==> src/wts_pkg.sv <==
// wts_pkg: constants for the wheel tick speed input block
// assumes a single 10 MHz system clock
package wts_pkg;
    localparam int unsigned CLK_HZ          = 10000000;
    // sampling tick: the pin is looked at every SAMPLE_US microseconds
    localparam int unsigned SAMPLE_US       = 100;
    localparam int unsigned SAMPLE_CYC      = (CLK_HZ / 1000000) * SAMPLE_US;
    // measurement window in milliseconds
    localparam int unsigned WINDOW_MS       = 1000;
    localparam int unsigned WINDOW_SAMPLES  = (WINDOW_MS * 1000) / SAMPLE_US;
    localparam int unsigned WINDOW_CYC      = (CLK_HZ / 1000) * WINDOW_MS;
    // detection limits in pulses per second
    localparam int unsigned MIN_PPS         = 1;
    localparam int unsigned MAX_PPS         = 800;
    localparam int unsigned RATE_W          = 12;
    localparam int unsigned SAMPLE_CNT_W    = 16;
    localparam int unsigned WIN_CNT_W       = 16;
    localparam logic [RATE_W-1:0] RATE_RST  = 12'h000;

    typedef enum logic [1:0] {
        WTS_IDLE  = 2'h0,
        WTS_MEAS  = 2'h1,
        WTS_FLAG  = 2'h3
    } wts_state_e;
endpackage

==> src/wts_wheel_tick.sv <==
// wts_wheel_tick: samples the speed pulse input on a timed tick, counts
// rising edges over a fixed window and reports a validated tick rate.
// assumes the pulse source keeps ~50% duty and is divided below the top rate.
`timescale 1ns/10ps
module wts_wheel_tick
    import wts_pkg::*;
#(
    parameter int unsigned SAMPLE_CYCLES  = SAMPLE_CYC,
    parameter int unsigned WINDOW_SAMPLE_N = WINDOW_SAMPLES
) (
    input  wire logic              clock,
    input  wire logic              rstn,
    input  wire logic              speedPulseInput,
    output logic [RATE_W-1:0]      tickRate,
    output logic                   rateValid,
    output logic                   rateUpdate
);
    logic                    syncA_q;
    logic                    syncB_q;
    logic [SAMPLE_CNT_W-1:0] sampleCnt_q;
    logic [SAMPLE_CNT_W-1:0] sampleCnt_d;
    logic [WIN_CNT_W-1:0]    winCnt_q;
    logic [WIN_CNT_W-1:0]    winCnt_d;
    logic [RATE_W:0]         edgeCnt_q;
    logic [RATE_W:0]         edgeCnt_d;
    logic                    level_q;
    logic                    level_d;
    logic [RATE_W-1:0]       tickRate_q;
    logic [RATE_W-1:0]       tickRate_d;
    logic                    rateValid_q;
    logic                    rateValid_d;
    logic                    rateUpdate_q;
    wts_state_e              state_q;
    wts_state_e              state_d;
    logic                    sampleTick;
    logic                    lastSample;
    logic                    measuring;
    logic                    sampleHere;
    logic                    pinRose;
    logic                    winEnd;
    logic                    riseSeen;
    logic [RATE_W:0]         finalCnt;
    logic                    tooSlow;
    logic                    tooFast;
    logic                    resultOk;

    // saturating step of the edge count: once the top bit is set the count
    // sticks there, so a runaway train can never wrap back into the band
    function automatic logic [RATE_W:0] edgeStep(
        input logic [RATE_W:0] cnt,
        input logic            inc
    );
        logic [RATE_W:0] res;
        res = cnt;
        if (inc && !cnt[RATE_W]) begin
            res = cnt + 1'b1;
        end
        return res;
    endfunction

    // zero edges in a window means the train is slower than the low limit
    // or absent; it is reported as no reading, never as a zero speed
    function automatic logic belowBand(input logic [RATE_W:0] cnt);
        return cnt < (RATE_W+1)'(MIN_PPS);
    endfunction

    // the saturated value also lands here, whatever the true rate was
    function automatic logic aboveBand(input logic [RATE_W:0] cnt);
        return cnt > (RATE_W+1)'(MAX_PPS);
    endfunction

    // the pin is looked at only on the sample tick; a pulse phase shorter
    // than one sample period can slip between two looks and be missed
    assign sampleTick = (sampleCnt_q == SAMPLE_CNT_W'(SAMPLE_CYCLES - 1));
    assign lastSample = (winCnt_q == WIN_CNT_W'(WINDOW_SAMPLE_N - 1));
    assign measuring  = (state_q != WTS_IDLE);
    assign sampleHere = sampleTick && measuring;
    assign pinRose    = syncB_q && !level_q;
    assign winEnd     = sampleHere && lastSample;
    assign riseSeen   = sampleHere && pinRose;
    assign finalCnt   = edgeStep(edgeCnt_q, riseSeen);
    assign tooSlow    = belowBand(finalCnt);
    assign tooFast    = aboveBand(finalCnt);
    assign resultOk   = !tooSlow && !tooFast;

    // the sample timer runs free from reset; windows are whole numbers of
    // sample ticks and the closing tick still counts, so none is lost
    assign sampleCnt_d = sampleTick ? '0 : sampleCnt_q + 1'b1;
    assign level_d     = sampleTick ? syncB_q : level_q;
    assign winCnt_d    = !sampleHere ? winCnt_q
                       : lastSample ? '0 : winCnt_q + 1'b1;
    assign edgeCnt_d   = winEnd ? '0 : finalCnt;
    assign tickRate_d  = !winEnd ? tickRate_q
                       : resultOk ? finalCnt[RATE_W-1:0] : RATE_RST;
    assign rateValid_d = winEnd ? resultOk : rateValid_q;

    // the first tick after reset only seeds the level register, so a pin
    // already high when reset lifts is not taken for a rise
    always_comb begin
        state_d = state_q;
        case (state_q)
            WTS_IDLE: begin
                if (sampleTick) begin
                    state_d = WTS_MEAS;
                end
            end
            WTS_MEAS: begin
                if (winEnd) begin
                    state_d = WTS_FLAG;
                end
            end
            WTS_FLAG: begin
                // sampling carries on here; this state only marks a closed window
                if (winEnd) begin
                    state_d = WTS_FLAG;
                end else begin
                    state_d = WTS_MEAS;
                end
            end
            default: begin
                state_d = WTS_IDLE;
            end
        endcase
    end

    // every register resets asynchronously to its idle, no-reading value
    // two-stage synchroniser; only the second stage is read downstream
    always_ff @(posedge clock or negedge rstn) begin
        if (!rstn) begin
            syncA_q <= 1'b0;
            syncB_q <= 1'b0;
        end else begin
            syncA_q <= speedPulseInput;
            syncB_q <= syncA_q;
        end
    end

    // free-running sample timer
    always_ff @(posedge clock or negedge rstn) begin
        if (!rstn) begin
            sampleCnt_q <= '0;
        end else begin
            sampleCnt_q <= sampleCnt_d;
        end
    end

    // position of the current sample inside the window
    always_ff @(posedge clock or negedge rstn) begin
        if (!rstn) begin
            winCnt_q <= '0;
        end else begin
            winCnt_q <= winCnt_d;
        end
    end

    // rises seen so far in the open window
    always_ff @(posedge clock or negedge rstn) begin
        if (!rstn) begin
            edgeCnt_q <= '0;
        end else begin
            edgeCnt_q <= edgeCnt_d;
        end
    end

    // level at the previous look; resets low, the pin's idle level
    always_ff @(posedge clock or negedge rstn) begin
        if (!rstn) begin
            level_q <= 1'b0;
        end else begin
            level_q <= level_d;
        end
    end

    // published result holds until the next window closes
    always_ff @(posedge clock or negedge rstn) begin
        if (!rstn) begin
            tickRate_q <= RATE_RST;
        end else begin
            tickRate_q <= tickRate_d;
        end
    end

    always_ff @(posedge clock or negedge rstn) begin
        if (!rstn) begin
            rateValid_q <= 1'b0;
        end else begin
            rateValid_q <= rateValid_d;
        end
    end

    // strobe is high in the very cycle the new result first shows, so a
    // reader may take the rate and the valid flag together with it
    always_ff @(posedge clock or negedge rstn) begin
        if (!rstn) begin
            rateUpdate_q <= 1'b0;
        end else begin
            rateUpdate_q <= winEnd;
        end
    end

    always_ff @(posedge clock or negedge rstn) begin
        if (!rstn) begin
            state_q <= WTS_IDLE;
        end else begin
            state_q <= state_d;
        end
    end

    // outputs come straight from flip-flops, free of decode glitches
    assign tickRate   = tickRate_q;
    assign rateValid  = rateValid_q;
    assign rateUpdate = rateUpdate_q;
endmodule // wts_wheel_tick

==> config.mk <==
export PLATFORM = sky130hd
export DESIGN_NAME = wts_wheel_tick
export DESIGN_NICKNAME = d
export VERILOG_FILES = /design/src/wts_pkg.sv /design/src/wts_wheel_tick.sv
export SDC_FILE = /design/constraint.sdc
export NUM_CORES = 1
export LEC_CHECK = 0
export BUFFER_PORTS_ARGS = -buffer_cell sky130_fd_sc_hd__buf_2
export CAP_MARGIN = 15
export CORE_MARGIN = 1.5
export CORE_UTILIZATION = 40
export CTS_CLUSTER_SIZE = 16
export DETAILED_ROUTE_END_ITERATION = 10
export HOLD_SLACK_MARGIN = 0.12
export SKIP_CTS_REPAIR_TIMING = 1
export SYNTH_ARGS = -nofsm -noshare
export SYNTH_HDL_FRONTEND = slang
export SYNTH_SLANG_ARGS = --single-unit
export TNS_END_PERCENT = 100
==> constraint.sdc <==
create_clock -name clock -period 2.4 [get_ports clock]
set_input_delay 0.12 -clock clock [delete_from_list [all_inputs] [get_ports clock]]
set_output_delay 0.12 -clock clock [all_outputs]
set_load 0.01 [all_outputs]
==> impl_results.md <==
- Clk_lat worst skew: 0.34 ns
- Antenna Cells: 0
- Max-slew headroom: 54.02%
- Post-DP HPWL: 4794 µm
- Worst vdd ir: 237.6 µV
- CTS tree: done
- R2R Setup Slk: -0.02 ns
- Antenna violations before repair: 0
- Final setup TNS: -0.07043 ns
- Worst R2R Path Depth: 8
- Clock sinks: 64
- Syn Inst Count: 304
- Drt first pass iters: 4
- CP peak stage delay: 0.48 ns
- Worst hold margin: 0.3532 ns
- Sw frac: 22.20%
- WP buf/inv: 1
- NetSw: 0.4461 mW
- Fin crit period: 2.418 ns
- CP endpoint kind: flip-flop
- Clk root buf: clkbuf_8
- WP data arrival: 2.68 ns
- Reg power frac: 53.8%
- Fmax achieved: 0.4135 GHz
- Num CTS Buffers: 9
- Top FF cell, synth: dfrtp_1
- Clock Skew: 0.01109 ns
- CP top delay family: simple AND/OR/NAND/NOR gates
- First-pass GRT wire length: 11450 µm
- Flops & latches, synth: 64
- Largest net degree at the start of global routing: 36
- Critical path, cell by cell: nor3b_1 > nand4_1 > or4_4 > xnor2_4 > a311oi_2 > o41ai_4 > buf_6 > o21ai_2
- Finished Core Util: 53.31%
- Fin. max-slew vios: 0
- DRC: 0
- Vias in the first global route: 2429
- CP max FO: 5
- Post-layout net count: 375
- GR Util All Layers: 17.56%
- Clock transition at the registers of the reported paths: 0.07 ns
- IO Port Bufs: 16
- Reg-to-reg endpoint: tickRate[3]
- Die ar.: 0.008249 mm²
- # rows: 31
- Final hold vios: 0
- Slowest CP cell: or4_4
- Maximum clock path buffer count: 2
- PwrDens: 511.5 mW/mm²
- Violated checks: negative setup slack
- Synthesis-to-layout area growth: 27.33%
- Final Cycle Share: 100.8%
- Core area: 0.007370 mm²
- Post-Syn Area: 0.003085 mm²
- Class of the worst hold path: input pin to asynchronous set/reset pin
- Synth Area per Inst: 10.15 µm²
- Worst setup margin: -0.01811 ns
- Comb pwr share: 1.7%
- Setup violators final: 7
- Async S/R FF share, synth: 100.0%
- Design area: 0.003929 mm²
- CP Data Required Time: 2.66 ns
- Dpl cells: 451
- Ys Warns: 0
- GP Congestion: 0.7889
- Most frequent cells in the layout: 64 x dfrtp_1, 40 x nor2_1, 39 x buf_4
- Drt total wl: 6606 µm
- Post-Layout Cell Count: 473
- GR Overflow Total: 0
- Initial Util: 41.87%
- Dpl cell area: 0.003605 mm²
- Die Width: 90.83 µm
- WL/cell: 13.97 µm
- Post-synth EDFFs: 0
- WP depth: 8
- H-tree levels: 3
- Worst Tran Pin Value: 0.6898 ns
- IO Pins: 17
- Drt via density: 5.023
- Die Span Y: 90.83 µm
- Post-route ant nets: 0
- Unrepaired setup endpoints after global routing: yes
- Max-cap check violation count: 0
- Most common cell after layout, fill and taps aside: dfrtp_1
- WS Path Type: flip-flop to flip-flop
- Tot Pwr: 2.010 mW
- Seq/Total Area, Yosys: 51.91%
- Mapped Nets: 310
- Status: finished, violations left
- Layout cells sized above 1: 27.54%
- Leakage power: 1.840 nW
- Setup slack after placement: -0.04514 ns
- Clock power share: 44.5%
- Cell variety after synth: 49
- Vias post-DR: 2376
- Pint: 1.563 mW
- Critical Path Start Type: flip-flop
- Origin of the critical flop-to-flop path: edgeCnt_q[12]
- DRT iter0 DRCs: 146
==> synth_stat cells, types with 2 or more instances <==
master | number | area, µm²
a21oi_1 | 4 | 20.02
and2_1 | 4 | 25.02
and3_1 | 11 | 68.82
and4_1 | 6 | 52.55
clkbuf_1 | 4 | 15.01
dfrtp_1 | 64 | 1602
ha_1 | 3 | 37.54
inv_1 | 5 | 18.77
inv_2 | 2 | 7.510
mux2i_1 | 3 | 30.03
nand2_1 | 33 | 123.9
nand3_1 | 14 | 70.07
nand4_1 | 11 | 68.82
nor2_1 | 40 | 150.1
nor2b_1 | 3 | 18.77
nor3_1 | 6 | 30.03
nor3b_1 | 2 | 15.01
nor4_1 | 4 | 25.02
nor4b_1 | 2 | 17.52
o211ai_1 | 2 | 15.01
o21ai_0 | 4 | 20.02
o21ai_1 | 9 | 45.04
o31ai_1 | 4 | 30.03
or2_2 | 2 | 12.51
or3_1 | 2 | 12.51
or4_1 | 2 | 15.01
xnor2_1 | 18 | 157.7
xor2_1 | 19 | 166.4
==> logic make-up after synthesis <==
| logic type | count (synthesis) | share of synthesized area, % |
|---|---|---|
| adder cells (fa/ha/maj) | 3 | 1.217 |
| buffers and inverters | 13 | 1.662 |
| AND/OR/NAND/NOR | 151 | 25.87 |
| XOR/XNOR | 38 | 11.03 |
| AO/OA/AOI/OAI | 31 | 6.975 |
| flip-flops | 64 | 51.91 |
| multiplexers | 4 | 1.338 |
==> registers in the layout, summed over array words and instances, names as in the netlist <==
signal	flops
rateValid	1
tickRate	12
rateUpdate	1
level_q	1
sampleCnt_q	16
winCnt_q	16
syncA_q	1
syncB_q	1
state_q	2
edgeCnt_q	13
==> power by group through the flow <==
| stage | Sequential, mW | Clock (mW) | Combinational [mW] |
|---|---|---|---|
| 6_report | 1.08 | 0.895 | 0.0337 |
| 5_1_grt | 1.08 | 0.968 | 0.0392 |
| 3_5_place_dp | 1.10 | 0 | 0.0319 |
| 4_1_cts | 1.08 | 0.919 | 0.0317 |
| 2_1_floorplan | 1.10 | 0 | 0.00259 |
| 3_3_place_gp | 1.10 | 0 | 0.0310 |
==> worst max-delay path by stage <==
stage / startpoint / endpoint / slack, ns
6_report: edgeCnt_q[12] / tickRate[3] / -0.02
5_1_grt: sampleCnt_q[4] / tickRate[6] / -0.13
4_1_cts: sampleCnt_q[0] / tickRate[3] / -0.08
3_5_place_dp: sampleCnt_q[0] / tickRate[3] / -0.05
3_3_place_gp: sampleCnt_q[0] / tickRate[4] / 0.01
2_1_floorplan: sampleCnt_q[0] / rateValid / 0.007
==> metal layers <==
layer	track usage, %	part of all wire [%]
met1	23.96	49
met4	4.948	1.3
met5	0	0
met3	5.051	3.3
met2	27.19	46
==> cell type report <==
type / instances / area [µm²]
clock buffers: 10 / 127.6
repair buffers: 60 / 429.2
clock inverters: 6 / 60.06
inverters: 7 / 26.28
flip-flops and latches: 64 / 1602
fillers: 677 / 3441
well taps: 99 / 123.9
multi-input cells: 227 / 1560
No activity file was read; power rests on OpenSTA's default activity.
